**src/hdl/pcpc_defs.vh**
```
// Purpose: shared constants of the clock and power control block
// Assumes: 32-bit byte addresses on the processor memory-mapped bus
// Notes:   definitions only
`ifndef PCPC_DEFS_VH
`define PCPC_DEFS_VH

// ****************************************
// register addresses
// ****************************************
`define PCPC_ADDR_POW_KEY1  32'hffff0404
`define PCPC_ADDR_POW_CTRL  32'hffff0408
`define PCPC_ADDR_POW_KEY2  32'hffff040c
`define PCPC_ADDR_PLL_KEY1  32'hffff0410
`define PCPC_ADDR_PLL_SRC   32'hffff0414
`define PCPC_ADDR_PLL_KEY2  32'hffff0418

// ****************************************
// key values
// ****************************************
`define PCPC_POW_KEY1_VAL   16'h0001
`define PCPC_POW_KEY2_VAL   16'h00f4
`define PCPC_PLL_KEY1_VAL   16'h00aa
`define PCPC_PLL_KEY2_VAL   16'h0055

// ****************************************
// reset values and field positions
// ****************************************
`define PCPC_POW_RESET      8'h7b
`define PCPC_PLL_RESET      3'h0
`define PCPC_POW_RSVD       7
`define PCPC_POW_XTAL       6
`define PCPC_POW_PLL        5
`define PCPC_POW_PERI       4
`define PCPC_POW_CORE       3
`define PCPC_POW_CD_MSB     2
`define PCPC_PLL_EXT        2
`define PCPC_PLL_OSCILLATOR_SELECT_MSB   1
`define PCPC_OSCILLATOR_SELECT_CRYSTAL   2'h2

// ****************************************
// active pll source encodings
// ****************************************
`define PCPC_SRC_INT        2'h0
`define PCPC_SRC_XTAL       2'h1
`define PCPC_SRC_EXT        2'h2

`endif

```
**src/hdl/pcpc_key_gate.v**
```verilog
// Purpose: key bracket checker for one protected register
// Assumes: each bus read or write is one instruction
// Notes:   o_take marks the protected write, o_commit the closing key
`timescale 1ns/1ps
module pcpc_key_gate #(
    parameter [31:0] KEY1_ADDR = 32'h00000000,
    parameter [15:0] KEY1_VAL  = 16'h0000,
    parameter [31:0] REG_ADDR  = 32'h00000000,
    parameter [31:0] KEY2_ADDR = 32'h00000000,
    parameter [15:0] KEY2_VAL  = 16'h0000
) (
    input  wire        i_ref_clk,
    input  wire        i_rst_n,
    input  wire        i_bus_wr,
    input  wire        i_bus_rd,
    input  wire [31:0] i_bus_addr,
    input  wire [15:0] i_bus_wdata,
    output reg         o_take,
    output reg         o_commit
);

    localparam [2:0] S_IDLE  = 3'h1;
    localparam [2:0] S_ARMED = 3'h2;
    localparam [2:0] S_HELD  = 3'h4;

    reg  [2:0] state;
    reg  [2:0] next_state;
    wire       access = i_bus_wr | i_bus_rd;

    function f_key;
        input        wr;
        input [31:0] addr;
        input [15:0] data;
        input [31:0] kaddr;
        input [15:0] kval;
        begin
            f_key = wr && (addr == kaddr) && (data == kval);
        end
    endfunction

    wire key1_hit = f_key(i_bus_wr, i_bus_addr, i_bus_wdata, KEY1_ADDR, KEY1_VAL);
    wire key2_hit = f_key(i_bus_wr, i_bus_addr, i_bus_wdata, KEY2_ADDR, KEY2_VAL);
    wire reg_hit  = i_bus_wr && (i_bus_addr == REG_ADDR);

    // ****************************************
    // sequence tracking
    // ****************************************
    always @* begin
        next_state = state;
        o_take     = 1'b0;
        o_commit   = 1'b0;
        if (access) begin
            case (state)
                S_IDLE: begin
                    next_state = key1_hit ? S_ARMED : S_IDLE;
                end
                S_ARMED: begin
                    if (reg_hit) begin
                        next_state = S_HELD;
                        o_take     = 1'b1;
                    end else begin
                        next_state = key1_hit ? S_ARMED : S_IDLE;
                    end
                end
                S_HELD: begin
                    o_commit   = key2_hit;
                    next_state = key1_hit ? S_ARMED : S_IDLE;
                end
                default: begin
                    next_state = S_IDLE;
                end
            endcase
        end
    end

    always @(posedge i_ref_clk or negedge i_rst_n) begin
        if (!i_rst_n) begin
            state <= S_IDLE;
        end else begin
            state <= next_state;
        end
    end

endmodule

```
**src/hdl/pcpc_core_div.v**
```verilog
// Purpose: glitch-free binary divider making the core clock
// Assumes: i_tick pulses at twice the system pll clock rate
// Notes:   a new divider is taken only at the end of a full period
`timescale 1ns/1ps
module pcpc_core_div #(
    parameter DIV_W = 3,
    parameter CNT_W = 7
) (
    input  wire             i_ref_clk,
    input  wire             i_rst_n,
    input  wire             i_tick,
    input  wire             i_run,
    input  wire [DIV_W-1:0] i_div,
    input  wire [DIV_W-1:0] i_div_reset,
    output reg              o_core_clk,
    output reg              o_core_tick,
    output reg  [DIV_W-1:0] o_div_active
);

    reg  [CNT_W-1:0] cnt;
    reg              primed;
    wire [CNT_W-1:0] term = ~({CNT_W{1'b1}} << o_div_active);
    wire             wrap = i_tick && (cnt == term);

    // ****************************************
    // divider
    // ****************************************
    // reset value of the divider comes in as a constant port, tied at the top;
    // it is loaded on the first edge after reset so the reset branch stays constant
    always @(posedge i_ref_clk or negedge i_rst_n) begin
        if (!i_rst_n) begin
            primed       <= 1'b0;
            cnt          <= {CNT_W{1'b0}};
            o_core_clk   <= 1'b0;
            o_core_tick  <= 1'b0;
            o_div_active <= {DIV_W{1'b0}};
        end else begin
            o_core_tick <= 1'b0;
            if (!primed) begin
                // reset divider before the first phase runs
                primed       <= 1'b1;
                o_div_active <= i_div_reset;
            end else if (!o_core_clk && (cnt == {CNT_W{1'b0}}) && !i_run) begin
                // parked low at a period boundary, no short phase
                o_div_active <= i_div;
            end else if (wrap) begin
                cnt        <= {CNT_W{1'b0}};
                o_core_clk <= ~o_core_clk;
                if (!o_core_clk) begin
                    o_core_tick <= 1'b1;
                end else begin
                    o_div_active <= i_div;
                end
            end else if (i_tick) begin
                cnt <= cnt + {{(CNT_W-1){1'b0}}, 1'b1};
            end
        end
    end

endmodule

```
**src/hdl/pcpc_top.v**
```verilog
// Purpose: pll source selection, core clock divider and power-down control
// Assumes: memory-mapped bus with one access per instruction, inputs synchronous
// Notes:   pll and crystal themselves are analog; this block drives their controls
//
// Summary of operation
// - pll locks to internal or crystal 32.768 kHz, gives 10.24 MHz
// - core clock is system clock divided by two to the divider
// - divider resets to 3, core runs at 1.28 MHz
// - divider is bits 2 to 0, codes 000..111 give 10.24 MHz..80 kHz
// - on wake from nap after crystal request the crystal is active
// - external clock pin in mode 0 is divided by two internally
// - internal oscillator feeds pll after reset; source chosen only by register
// - power write needs first power key 0x01 just before
// - power write completes with second power key 0xf4 just after
// - pll source write bracketed by keys 0xaa before and 0x55 after
// - bit 2 selects external pin; select code 10 picks crystal
// - bit 6 powers crystal circuitry up when set, down when clear
// - clearing bit 5 powers the pll and pll-clocked timers down
// - pll powers down only with bits 3, 4 and 5 cleared together
// - clearing bit 4 powers peripherals down only with bit 3 cleared
// - clearing bit 3 powers the core down; software adds a dummy cycle
// - bits 5, 4, 3 set at reset and set again on wake-up
`timescale 1ns/1ps
`include "pcpc_defs.vh"
module pcpc_top #(
    parameter DIV_W = 3,
    parameter CNT_W = 7
) (
    input  wire        i_ref_clk,
    input  wire        i_rst_n,
    input  wire        i_bus_wr,
    input  wire        i_bus_rd,
    input  wire [31:0] i_bus_addr,
    input  wire [15:0] i_bus_wdata,
    output reg  [15:0] o_bus_rdata,
    output reg         o_bus_rvalid,
    input  wire        i_wake,
    input  wire        i_pll_tick,
    input  wire        i_ext_clk_pin,
    input  wire        i_ext_pin_mode0,
    output wire        o_core_clk,
    output wire        o_core_tick,
    output wire [2:0]  o_core_divider,
    output reg         o_crystal_power_en,
    output reg         o_pll_power_en,
    output reg         o_periph_power_en,
    output reg         o_core_power_en,
    output reg  [1:0]  o_pll_source,
    output reg         o_ext_clk_div2,
    output reg         o_ext_clk_tick
);

    // ****************************************
    // register state
    // ****************************************
    reg  [7:0] power_clock_control;
    reg  [2:0] pll_source_control;
    reg  [7:0] pow_pend;
    reg  [2:0] pll_pend;
    reg        ext_pin_prev;
    reg  [7:0] next_power;
    wire       pow_take;
    wire       pow_commit;
    wire       pll_take;
    wire       pll_commit;
    wire [1:0] want_src;
    wire [7:0] pow_reset_val = `PCPC_POW_RESET;

    // requested pll source from the source control bits
    function [1:0] f_src;
        input [2:0] ctl;
        begin
            if (ctl[`PCPC_PLL_EXT]) begin
                f_src = `PCPC_SRC_EXT;
            end else if (ctl[`PCPC_PLL_OSCILLATOR_SELECT_MSB:0] == `PCPC_OSCILLATOR_SELECT_CRYSTAL) begin
                f_src = `PCPC_SRC_XTAL;
            end else begin
                f_src = `PCPC_SRC_INT;
            end
        end
    endfunction

    assign want_src = f_src(pll_source_control);

    // ****************************************
    // key sequences
    // ****************************************
    pcpc_key_gate #(
        .KEY1_ADDR (`PCPC_ADDR_POW_KEY1),
        .KEY1_VAL  (`PCPC_POW_KEY1_VAL),
        .REG_ADDR  (`PCPC_ADDR_POW_CTRL),
        .KEY2_ADDR (`PCPC_ADDR_POW_KEY2),
        .KEY2_VAL  (`PCPC_POW_KEY2_VAL)
    ) u_pow_gate (
        .i_ref_clk   (i_ref_clk),
        .i_rst_n     (i_rst_n),
        .i_bus_wr    (i_bus_wr),
        .i_bus_rd    (i_bus_rd),
        .i_bus_addr  (i_bus_addr),
        .i_bus_wdata (i_bus_wdata),
        .o_take      (pow_take),
        .o_commit    (pow_commit)
    );

    pcpc_key_gate #(
        .KEY1_ADDR (`PCPC_ADDR_PLL_KEY1),
        .KEY1_VAL  (`PCPC_PLL_KEY1_VAL),
        .REG_ADDR  (`PCPC_ADDR_PLL_SRC),
        .KEY2_ADDR (`PCPC_ADDR_PLL_KEY2),
        .KEY2_VAL  (`PCPC_PLL_KEY2_VAL)
    ) u_pll_gate (
        .i_ref_clk   (i_ref_clk),
        .i_rst_n     (i_rst_n),
        .i_bus_wr    (i_bus_wr),
        .i_bus_rd    (i_bus_rd),
        .i_bus_addr  (i_bus_addr),
        .i_bus_wdata (i_bus_wdata),
        .o_take      (pll_take),
        .o_commit    (pll_commit)
    );

    // ****************************************
    // power control update
    // ****************************************
    always @* begin
        next_power = pow_pend;
        next_power[`PCPC_POW_RSVD] = 1'b0;
        // peripherals stay up while core stays up
        next_power[`PCPC_POW_PERI] = pow_pend[`PCPC_POW_PERI] | pow_pend[`PCPC_POW_CORE];
        // pll stays up unless all three cleared
        next_power[`PCPC_POW_PLL] = pow_pend[`PCPC_POW_PLL] | pow_pend[`PCPC_POW_PERI] |
                                    pow_pend[`PCPC_POW_CORE];
    end

    always @(posedge i_ref_clk or negedge i_rst_n) begin
        if (!i_rst_n) begin
            power_clock_control <= `PCPC_POW_RESET;
            pow_pend            <= `PCPC_POW_RESET;
            pll_source_control  <= `PCPC_PLL_RESET;
            pll_pend            <= `PCPC_PLL_RESET;
        end else begin
            // pending data waits for the closing key
            if (pow_take) begin
                pow_pend <= i_bus_wdata[7:0];
            end
            if (pll_take) begin
                pll_pend <= i_bus_wdata[2:0];
            end
            if (pow_commit) begin
                power_clock_control <= next_power;
            end
            // wake wins over a same-cycle power-down of bits 5, 4 and 3
            if (i_wake) begin
                power_clock_control[`PCPC_POW_PLL]  <= 1'b1;
                power_clock_control[`PCPC_POW_PERI] <= 1'b1;
                power_clock_control[`PCPC_POW_CORE] <= 1'b1;
            end
            // pll source lands on closing key
            if (pll_commit) begin
                pll_source_control <= pll_pend;
            end
        end
    end

    // ****************************************
    // power outputs and pll source
    // ****************************************
    always @(posedge i_ref_clk or negedge i_rst_n) begin
        if (!i_rst_n) begin
            o_crystal_power_en <= 1'b1;
            o_pll_power_en     <= 1'b1;
            o_periph_power_en  <= 1'b1;
            o_core_power_en    <= 1'b1;
            o_pll_source       <= `PCPC_SRC_INT;
        end else begin
            o_crystal_power_en <= power_clock_control[`PCPC_POW_XTAL];
            o_pll_power_en     <= power_clock_control[`PCPC_POW_PLL];
            o_periph_power_en  <= power_clock_control[`PCPC_POW_PERI];
            o_core_power_en    <= power_clock_control[`PCPC_POW_CORE];
            // crystal switch-over happens while the core naps
            // so the core never sees the pll relock
            if (want_src != `PCPC_SRC_XTAL) begin
                o_pll_source <= want_src;
            end else if (!power_clock_control[`PCPC_POW_CORE]) begin
                o_pll_source <= `PCPC_SRC_XTAL;
            end
        end
    end

    // ****************************************
    // external clock divide by two
    // ****************************************
    // pin is sampled at the reference rate; inputs above half of it are not caught
    always @(posedge i_ref_clk or negedge i_rst_n) begin
        if (!i_rst_n) begin
            ext_pin_prev   <= 1'b0;
            o_ext_clk_div2 <= 1'b0;
            o_ext_clk_tick <= 1'b0;
        end else begin
            ext_pin_prev   <= i_ext_clk_pin;
            o_ext_clk_tick <= 1'b0;
            // toggle on each rising pin edge
            if ((o_pll_source == `PCPC_SRC_EXT) && i_ext_pin_mode0 &&
                i_ext_clk_pin && !ext_pin_prev) begin
                o_ext_clk_div2 <= ~o_ext_clk_div2;
                o_ext_clk_tick <= ~o_ext_clk_div2;
            end
        end
    end

    // ****************************************
    // core clock
    // ****************************************
    // core clock is divided pll clock
    pcpc_core_div #(
        .DIV_W (DIV_W),
        .CNT_W (CNT_W)
    ) u_core_div (
        .i_ref_clk    (i_ref_clk),
        .i_rst_n      (i_rst_n),
        .i_tick       (i_pll_tick),
        .i_run        (o_core_power_en),
        .i_div        (power_clock_control[`PCPC_POW_CD_MSB:0]),
        .i_div_reset  (pow_reset_val[`PCPC_POW_CD_MSB:0]),
        .o_core_clk   (o_core_clk),
        .o_core_tick  (o_core_tick),
        .o_div_active (o_core_divider)
    );

    // ****************************************
    // register read back
    // ****************************************
    // key registers are write only and read as zero, like unmapped addresses
    always @(posedge i_ref_clk or negedge i_rst_n) begin
        if (!i_rst_n) begin
            o_bus_rdata  <= 16'h0000;
            o_bus_rvalid <= 1'b0;
        end else begin
            o_bus_rvalid <= i_bus_rd;
            if (i_bus_rd) begin
                case (i_bus_addr)
                    `PCPC_ADDR_POW_CTRL: begin
                        o_bus_rdata <= {8'h00, power_clock_control};
                    end
                    `PCPC_ADDR_PLL_SRC: begin
                        o_bus_rdata <= {13'h0000, pll_source_control};
                    end
                    default: begin
                        o_bus_rdata <= 16'h0000;
                    end
                endcase
            end
        end
    end

endmodule

```
**config.mk**
```make
export PLATFORM = sky130hd
export DESIGN_NAME = pcpc_top
export DESIGN_NICKNAME = d
export VERILOG_FILES = /design/src/hdl/pcpc_key_gate.v /design/src/hdl/pcpc_core_div.v /design/src/hdl/pcpc_top.v
export VERILOG_INCLUDE_DIRS = /design/src /design/src/hdl
export SDC_FILE = /design/constraint.sdc
export NUM_CORES = 1
export LEC_CHECK = 0
export ABC_AREA = 1
export BUFFER_PORTS_ARGS = -buffer_cell sky130_fd_sc_hd__buf_2
export CELL_PAD_IN_SITES_DETAIL_PLACEMENT = 0
export CELL_PAD_IN_SITES_GLOBAL_PLACEMENT = 1
export CORE_MARGIN = 2
export CORE_UTILIZATION = 40
export DETAILED_ROUTE_END_ITERATION = 16
export PLACE_DENSITY = 0.86
export SLEW_MARGIN = 5
export SYNTH_ARGS = -nofsm -noshare
export SYNTH_HDL_FRONTEND = slang
export SYNTH_SLANG_ARGS = --single-unit
```
**constraint.sdc**
```tcl
create_clock -name i_ref_clk -period 4.2 [get_ports i_ref_clk]
set_clock_uncertainty 0.15 [all_clocks]
set_input_delay 0.63 -clock i_ref_clk [delete_from_list [all_inputs] [get_ports i_ref_clk]]
set_output_delay 0.63 -clock i_ref_clk [all_outputs]
set_load 0.01 [all_outputs]
```
# Yosys cells after proc, flatten, opt, wreduce, memory -nomap -nowiden
# Index checks and enable logic that the tools add are counted.
[totals]
reg_bits = 65
latchBits = 0
mem_bits_rw = 0
mem_bits_ro = 0
in_bits = 56
out_inout_bits = 30
word_cells = 116
memories = 0
[op_classes]
add_sub_neg = 1
mul = 0
div = 0
order_cmp = 0
n_eq_ne = 23
shift = 1
mux = 34
bitwise_logic = 8
n_reduce_logical = 27
[ops]
columns = ["cell", "count"]
rows = [
  ["$eq 32x32->1 const B", 6],
  ["$eq 16x8->1 const B", 2],
  ["$mux 3", 7],
  ["$eq 16x1->1 const B", 1],
  ["$eq 16x7->1 const B", 1],
  ["$logic_and 1x1->1", 16],
  ["$mux 1", 16],
  ["$mux 7", 2],
  ["$pmux 7 s2", 1],
  ["$pmux 3 s2", 2],
  ["$mux 2", 5],
  ["$add 7x1->7 const B", 1],
  ["$eq 7x7->1", 1],
  ["$logic_not 7->1", 1],
  ["$not 7->7", 1],
  ["$shl 7x3->7 const A", 1],
  ["$eq 3x1->1 const B", 2],
  ["$eq 3x2->1 const B", 2],
  ["$eq 3x3->1 const B", 2],
  ["$mux 6", 1],
  ["$reduce_and 3->1", 2],
  ["$eq 2x2->1 const B", 2],
  ["$ne 2x1->1 const B", 2],
  ["$or 1x1->1", 4],
  ["7 further kinds", 13],
]

# Logic depth before layout (Yosys ltp)
# Gate-level depths: netlist of run 1.
[logic_depth]
depth_word = 7
depth_mapped = 11
mapped_depth_nobuf = 11

# Modules after synthesis
# A second synthesis of run 1 with hierarchy kept.
[unflattened]
hier_cells = 531
hier_area_um2 = 3654.8
[modules_own_cells]
columns = ["module", "instances", "cells_each", "area_each_um2", "seq_area_each_um2"]
rows = [
  ["pcpc_top", 1, 190, 1662.8, 945.9],
  ["pcpc_core_div", 1, 148, 1052.3, 325.3],
  ["pcpc_key_gate at u_pll_gate", 1, 93, 470.5, 76.3],
  ["pcpc_key_gate at u_pow_gate", 1, 100, 469.2, 76.3],
]

# Least setup slack after synthesis of run 1
# Ideal clock, no wire load.
[synth_timing]
path_kind = "in2reg"
from = "input i_bus_addr[15]"
to = "register pll_source_control[1]"
setup_time_ns = 0.117
t_arrival_ns = 1.547
required_time_ns = 3.933
setup_slack_ns = 2.387
path_stages = 9
n_path_buf = 1
path_cell_list = "nor2_1 -> nand2_1 -> nor2_2 -> nand2_1 -> nor2_2 -> buf_4 -> nand2_1 -> nand2_1 -> nand2_1"
[synth_via]
elab_chain_cells = 5
[synth_rtl]
columns = ["item", "line", "rtl"]
rows = [
  ["start: declaration", "pcpc_top.v:33", "input wire [31:0] i_bus_addr,"],
  ["$eq 32x32->1", "pcpc_key_gate.v:37", "f_key = wr && (addr == kaddr) && (data == kval);"],
  ["$logic_and 1x1->1 (2 in a row)", "pcpc_key_gate.v:37", ""],
  ["$mux 1", "pcpc_key_gate.v:53", "case (state)"],
  ["$mux 1", "pcpc_key_gate.v:52", "if (access) begin"],
  ["end signal: assignment", "pcpc_top.v:139", "pll_source_control <= `PCPC_PLL_RESET;"],
  ["end signal: assignment", "pcpc_top.v:160", "pll_source_control <= pll_pend;"],
  ["end: declaration", "pcpc_top.v:57", "reg [2:0] pll_source_control;"],
]
# No other way between the ends.
# A chain may end at the register's enable or synchronous reset.

# Worst setup path in the final report of run 1
[layout_timing]
from = "input i_bus_addr[15]"
to = "register u_pll_gate.state[1]"
[layout_via]
elab_chain_cells = 6
word_cells_on_any_way = 8
cone_classes = "2 x eq/ne; 3 x mux; 3 x reduce/logical"
[layout_rtl]
columns = ["item", "line", "rtl"]
rows = [
  ["$eq 32x32->1", "pcpc_key_gate.v:37", ""],
  ["$logic_and 1x1->1 (2 in a row)", "pcpc_key_gate.v:37", ""],
  ["$mux 2", "pcpc_key_gate.v:55, pcpc_key_gate.v:62, pcpc_key_gate.v:67", ""],
  ["$mux 3", "pcpc_key_gate.v:58", "if (reg_hit) begin"],
  ["$pmux 3 s2 (*)", "pcpc_key_gate.v:53", ""],
  ["end signal: assignment", "pcpc_key_gate.v:80", "state <= next_state;"],
  ["end: declaration", "pcpc_key_gate.v:26", "reg [2:0] state;"],
]
# Mark *: on every way between the ends. The rest lies on a longest branch, timed or not.

==> impl_metrics.toml, run 1 <==
[status]
status = "completed"

[routing]
ant_nets = 0
viasPerCell = 4.695
num_vias = 2742
drtIter0Drc = 100
drc = 0
wl_um = 6813
wire_per_inst_um = 11.67
dr.pass1.iters = 4

[critical_path]
path_cells = "buf_2, nor2_1, nand2_1, nor2_2, nand2_1, nor2_2, nand3_1, o21ai_0"
path_class = "input port to flop"
end_kind = "flop"
cp.required_ns = 4.29
reg2reg_from = "u_core_div.o_div_active[2]"
critPathSlowestCell = "nor2_2"
start_kind = "input port"
cp.arrival_ns = 2.02
slowest_delay_ns = 0.45
reg2reg_slack_ns = 2.37
worstRegToRegCells = 7
critPathMaxFanout = 12
reg2reg_to = "u_core_div.o_core_clk"

[placement]
pre_cts_ws_ns = 1.938
io_buffers = 76
place_hpwl_um = 5448
gp_congestion = 0.9112

[logic_synthesis]
yosysWarnings = 0
synth_seq_cells = 56
synthTopCellsByArea = "dfrtp_1 31%, dfstp_2 15%, nand2_1 15%"
syn_area_mm2 = 0.003099
postSynthCellCount = 404
synthDistinctLibCells = 30
synth.top_cell.area_share_pct = 30.68
yosysTopAreaCell = "dfrtp_1"
syn-mean-instance-area_um2 = 7.671
ys_seq_area_share_pct = 45.94

[floorplanning]
die_w_um = 92.03
io_pins = 86
core_area_mm2 = 0.007607
fp-row-count = 32
die_y_um = 92.03
start_util_pct = 40.74
die-area_mm2 = 0.008469

[global_route]
grt_first_pass_wirelength_um = 11540
gr-total-overflow = 0
grt_max_degree = 31
grt_pass1_vias = 2514
track_usage_pct = 16.95
grt_antenna_before_repair = 0

[clock_tree]
cts_buffers = 5
postCtsHoldBufs = 0
cts_root_buffer = "clkbuf_8"
insertion_delay_ns = 0.31
tritoncts = "done"
cts_htree_levels = 2
ctsResizeCount = 0
cts_sinks = 56
cts.path.max_buffers = 2
post_cts_buffers = 0
clk_pin_slew_worst_paths_ns = 0.10

[min_path]
worstHoldPathType = "input port to async pin"

[pwr]
peakVddDrop_uv = 159.9
power_density_mw_per_mm2 = 321.6
power.leakage_uw = 0.001937

[cells_and_area]
antenna_cells = 0
nets = 539
register_area_mm2 = 0.001424
drive_above_1_share_pct = 26.76
nFillCells = 774
multi_input_area_mm2 = 0.001406
area_delta_synth_final_pct = 17.52

[sta]
post-route-min-period_ns = 1.931
rsz0062_at_grt = "no"
fmax_mhz = 517.8
worst_slack_ns = 2.269
worst_pin_slew_ns = 0.6536
hold_viol = 0
finalSetupViolCount = 0
slew_violations = 0
fin_crit_sh_pct = 45.99
slew_headroom_pct = 56.43
setup_tns_ns = 0

[job]
drv_cap = 0
-- logic make-up after synthesis --
kind of cell | share of synthesized area (%)
flops | 45.94
compound gates | 6.944
fa+ha+maj | 0.8073
simple gates | 35.28
buf+inv | 9.649
other cells | 0.2423
xor+xnor | 1.131
-- critical path, delay by kind of cell --
| kind | cells | cell delay, ns |
|---|---|---|
| compound gates | 1 | 0.20 |
| simple gates | 6 | 1.07 |
| buf+inv | 1 | 0.10 |
-- cell usage in the layout (no fill, tap or decap), types with 6 or more instances in the layout --
cell type	n
nor2_1	44
nand2_1	122
nand4_1	8
dfstp_2	18
inv_1	48
dfrtp_1	38
conb_1	10
nand3_1	38
o21ai_2	8
o21ai_0	22
buf_2	76
clkbuf_8	6
nor3_1	6
nor2_2	6
-- synthesized netlist by cell type --
cell type  instances
nand3b_4           1
dfrtp_1           38
nand3_1           38
nand4_1            8
o31ai_1            1
or2_2              2
nand2_2            2
xor2_1             3
o21bai_1           1
ha_1               2
or3_1              1
dfstp_2           18
buf_6              3
buf_2              2
inv_1             48
buf_4             10
o21ai_0           22
xnor2_1            1
conb_1             2
nand3_2            2
nor2_4             3
a21oi_1            4
nand2_1          122
nor3_1             6
o21ai_2            8
nor2_1            44
nand4_2            1
nand3b_1           3
nor2_2             6
nand2_4            2
-- per-stage QoR --
stage	cell area [um^2]	instances	total power, uW	hold slack [ns]	utilization, %
floorplan	3129	412	745.1	0.1844	-
global placement	3526	576	814.4	0.2085	46.35
detailed placement	3526	576	816.0	0.2084	46.35
CTS	3642	584	1182	0.2082	47.88
global route	3642	584	1240	0.2240	47.88
finish	3642	584	1172	0.1844	47.88
-- layer usage --
metal / GRT usage (%) / vias up / share of wire, %
li1: - / 1409 / -
met1: 20.98 / 1245 / 44
met2: 29.96 / 80 / 49
met3: 3.451 / 8 / 5.1
met4: 4.726 / 0 / 1.4
met5: 0 / - / 0
-- how the worst max path moves through the flow --
stage              startpoint                      to  depth (start not counted)
3_5_place_dp   i_bus_addr[15]     u_pll_gate.state[1]                          8
6_report       i_bus_addr[15]     u_pll_gate.state[1]                          8
4_1_cts        i_bus_addr[15]     u_pll_gate.state[1]                          8
2_1_floorplan  i_bus_addr[15]   pll_source_control[1]                          9
3_3_place_gp   i_bus_addr[15]  power_clock_control[4]                         10
5_1_grt        i_bus_addr[15]     u_pll_gate.state[1]                          8
-- flip-flops by register name, indices dropped and copies added (netlist names), 7 cells and up --
signal,cells
o_bus_rdata,7
pow_pend,7
power_clock_control,7
u_core_div.cnt,7
-- power breakdown --
group	leakage (uW)	switching (uW)	total [uW]	internal, uW
sequential	0.000693	37.0	611	574
clock	0.0000588	173	365	192
combinational	0.00119	120	195	74.9
-- area by class of cell --
cell class	instances	area share, %
flip-flops and latches	56	39.09
clock inverters	2	0.9275
repair buffers	77	10.65
multi-input cells	293	38.61
inverters	48	4.947
clock buffers	6	2.267
well taps	102	3.504
No activity file was read; power rests on OpenSTA's default activity.
==> inputs of run 2 (changes only) <==
ABC_AREA = 0   (was 1)
CORE_UTILIZATION = 39   (was 40)
PLACE_DENSITY = 0.81   (was 0.86)
clock period = 1.8 ns   (was 4.2 ns; I/O delays follow)
==> run 2 against run 1 <==
The run now ends with negative setup slack left. Setup slack got worse by 2.5 ns. Sequential share of layout area is 3.1 points lower. Area after synthesis is 9.5% lower. Clock power rose by 97%. Combinational power grew to 3.3 times the previous value. Worst hold slack got worse by 0.15 ns. Count of clock-buffer cells in the layout shrank 1. Largest cell class unchanged. Largest power group unchanged.
==> impl_metrics.toml, run 2 <==
[logic_synthesis]
syn-mean-instance-area_um2 = 10.92
synthTopCellsByArea = "dfrtp_1 34%, dfstp_2 17%, mux2_2 4.0%"
ys.flop_type = "dfrtp_1"
synth_seq_cells = 56
synth.most_common_cell = "dfrtp_1"
synthDistinctLibCells = 57
synth_edf_count = 0
async_flop_share_pct = 100.0
synth.top_cell.area_share_pct = 33.90
ys_seq_area_share_pct = 50.76
syn_area_mm2 = 0.002805
yosysTopAreaCell = "dfrtp_1"
postSynthCellCount = 257
yosysWarnings = 0
synth.top_cells.by_count = "38 x dfrtp_1, 18 x dfstp_2, 17 x nor2_1"

[pwr]
peakVddDrop_uv = 337.9
power.leakage_uw = 0.001906
power_density_mw_per_mm2 = 696.8

[job]
drv_cap = 0

[critical_path]
crit_start = "u_core_div.o_div_active[2]"
critPathMaxFanout = 11
reg2reg_to = "u_core_div.o_core_clk"
cp.arrival_ns = 2.09
reg2reg_slack_ns = -0.20
crit_end = "u_core_div.o_core_clk"
worstRegToRegCells = 6
end_kind = "flop"
path_class = "flop to flop"
cp.required_ns = 1.89
start_kind = "flop"
reg2reg_from = "u_core_div.o_div_active[2]"

[routing]
wire_per_inst_um = 14.28
wl_um = 7054
drtIter0Drc = 83
dr.pass1.iters = 4
ant_nets = 0
num_vias = 2472
viasPerCell = 5.004
drc = 0

[floorplanning]
fp-row-count = 30
die_y_um = 88.81
die-area_mm2 = 0.007887
core_area_mm2 = 0.006869
start_util_pct = 40.84
io_pins = 86
die_w_um = 88.81

[sta]
rsz0062_at_grt = "yes"
finalSetupViolCount = 28
hold_viol = 0
worst_slack_ns = -0.2028
fin_crit_sh_pct = 111.3
fmax_mhz = 499.3
slew_violations = 0
post-route-min-period_ns = 2.003

[global_route]
gr-total-overflow = 0
track_usage_pct = 19.00
grt_first_pass_wirelength_um = 11590
grt_pass1_vias = 2462
grt_antenna_before_repair = 0
grt_max_degree = 42

[clock_tree]
tritoncts = "done"
insertion_delay_ns = 0.31
cts_sinks = 56
clk_pin_slew_worst_paths_ns = 0.11
cts_root_buffer = "clkbuf_8"
cts_htree_levels = 2
cts_buffers = 5
cts.path.max_buffers = 2

[cells_and_area]
area_delta_synth_final_pct = 41.48
antenna_cells = 0
register_area_mm2 = 0.001429
nFillCells = 615
final_cell_mix = "75 x buf_2, 52 x buf_4, 34 x dfrtp_1"
drive_above_1_share_pct = 51.76
multi_input_area_mm2 = 0.001374
nets = 455
final_common_cell = "buf_2"
postLayoutCoreUtil_pct = 57.78

[status]
violations = "negative setup slack"
status = "finished, violations left"

[placement]
place_hpwl_um = 5368
pre_cts_ws_ns = -0.5344
io_buffers = 76
gp_congestion = 0.8874

[min_path]
worstHoldPathType = "input port to flop"
-- run 2: layout make-up --
type	instances	area share (%)
multi-input combinational	182	34.62
tap	96	3.026
timing repair buffer	138	22.54
sequential	56	36.00
clock inverter	3	0.6620
clock buffer	5	1.734
inverter	14	1.419
-- run 2: timing repair --
action                     CTS  global route
resized for setup           15            12
pin swaps                    8             6
hold buffers                 3             0
hold endpoints to repair    16             0
setup endpoints to repair   28            36
buffers inserted             4             2
gates cloned                 0             1
-- run 2: how the worst min path moves through the flow --
stage,endpoint,start,slack (ns),cells after the start
floorplan,ext_pin_prev,i_rst_n,-0.18,0
global placement,u_pll_gate.state[1],i_rst_n,0.06,1
detailed placement,u_pll_gate.state[1],i_rst_n,0.06,1
CTS,power_clock_control[3],i_wake,0.03,2
global route,power_clock_control[3],i_wake,0.03,2
finish,power_clock_control[3],i_wake,0.03,2
-- run 2: logic make-up (layout without fill, tap and decap cells) --
family                   count (synthesis)  after routing  synth area share (%)
buffers and inverters                   28            160                 5.040
XOR/XNOR                                 8              8                 2.498
AND/OR/NAND/NOR                        101            102                 22.17
multiplexers                            20             20                 8.296
flip-flops                              56             56                 50.76
AO/OA/AOI/OAI                           40             40                 10.08
other                                    2             10                0.2677
adder cells (fa/ha/maj)                  2              2                0.8919
-- run 2: per-layer routing --
| metal | up-vias | share of wire (%) | global-route usage [%] |
|---|---|---|---|
| li1 | 1202 | - | - |
| met1 | 1188 | 46 | 26.21 |
| met2 | 70 | 48 | 30.66 |
| met3 | 12 | 4.5 | 3.545 |
| met4 | 0 | 1.7 | 5.372 |
| met5 | - | 0 | 0 |
-- run 2: through the flow --
step / cells / power, uW / hold slack, ns / cell area, um^2 / setup TNS [ns]
floorplan: 265 / 1645 / -0.1756 / 2915 / -3.793
global placement: 477 / 1997 / 0.05592 / 3711 / -11.63
detailed placement: 477 / 2020 / 0.06117 / 3711 / -13.89
CTS: 492 / 2772 / 0.02664 / 3919 / -3.730
global route: 494 / 2925 / 0.02713 / 3969 / -5.461
finish: 494 / 2766 / 0.03380 / 3969 / -3.456
-- run 2: worst max-delay path, stage by stage, from the launching register on --
cell	delay, ns
dfrtp_2	0.50
nand3_1	0.12
o41ai_1	0.32
a31oi_2	0.11
nor4bb_2	0.39
buf_4	0.22
xnor2_1	0.12
-- run 2: power breakdown --
group / internal [uW] / switching [uW] / total [uW]
logic: 340 / 312 / 652
registers: 1330 / 69.1 / 1390
clock network: 284 / 435 / 719
total: 1950 / 816 / 2770
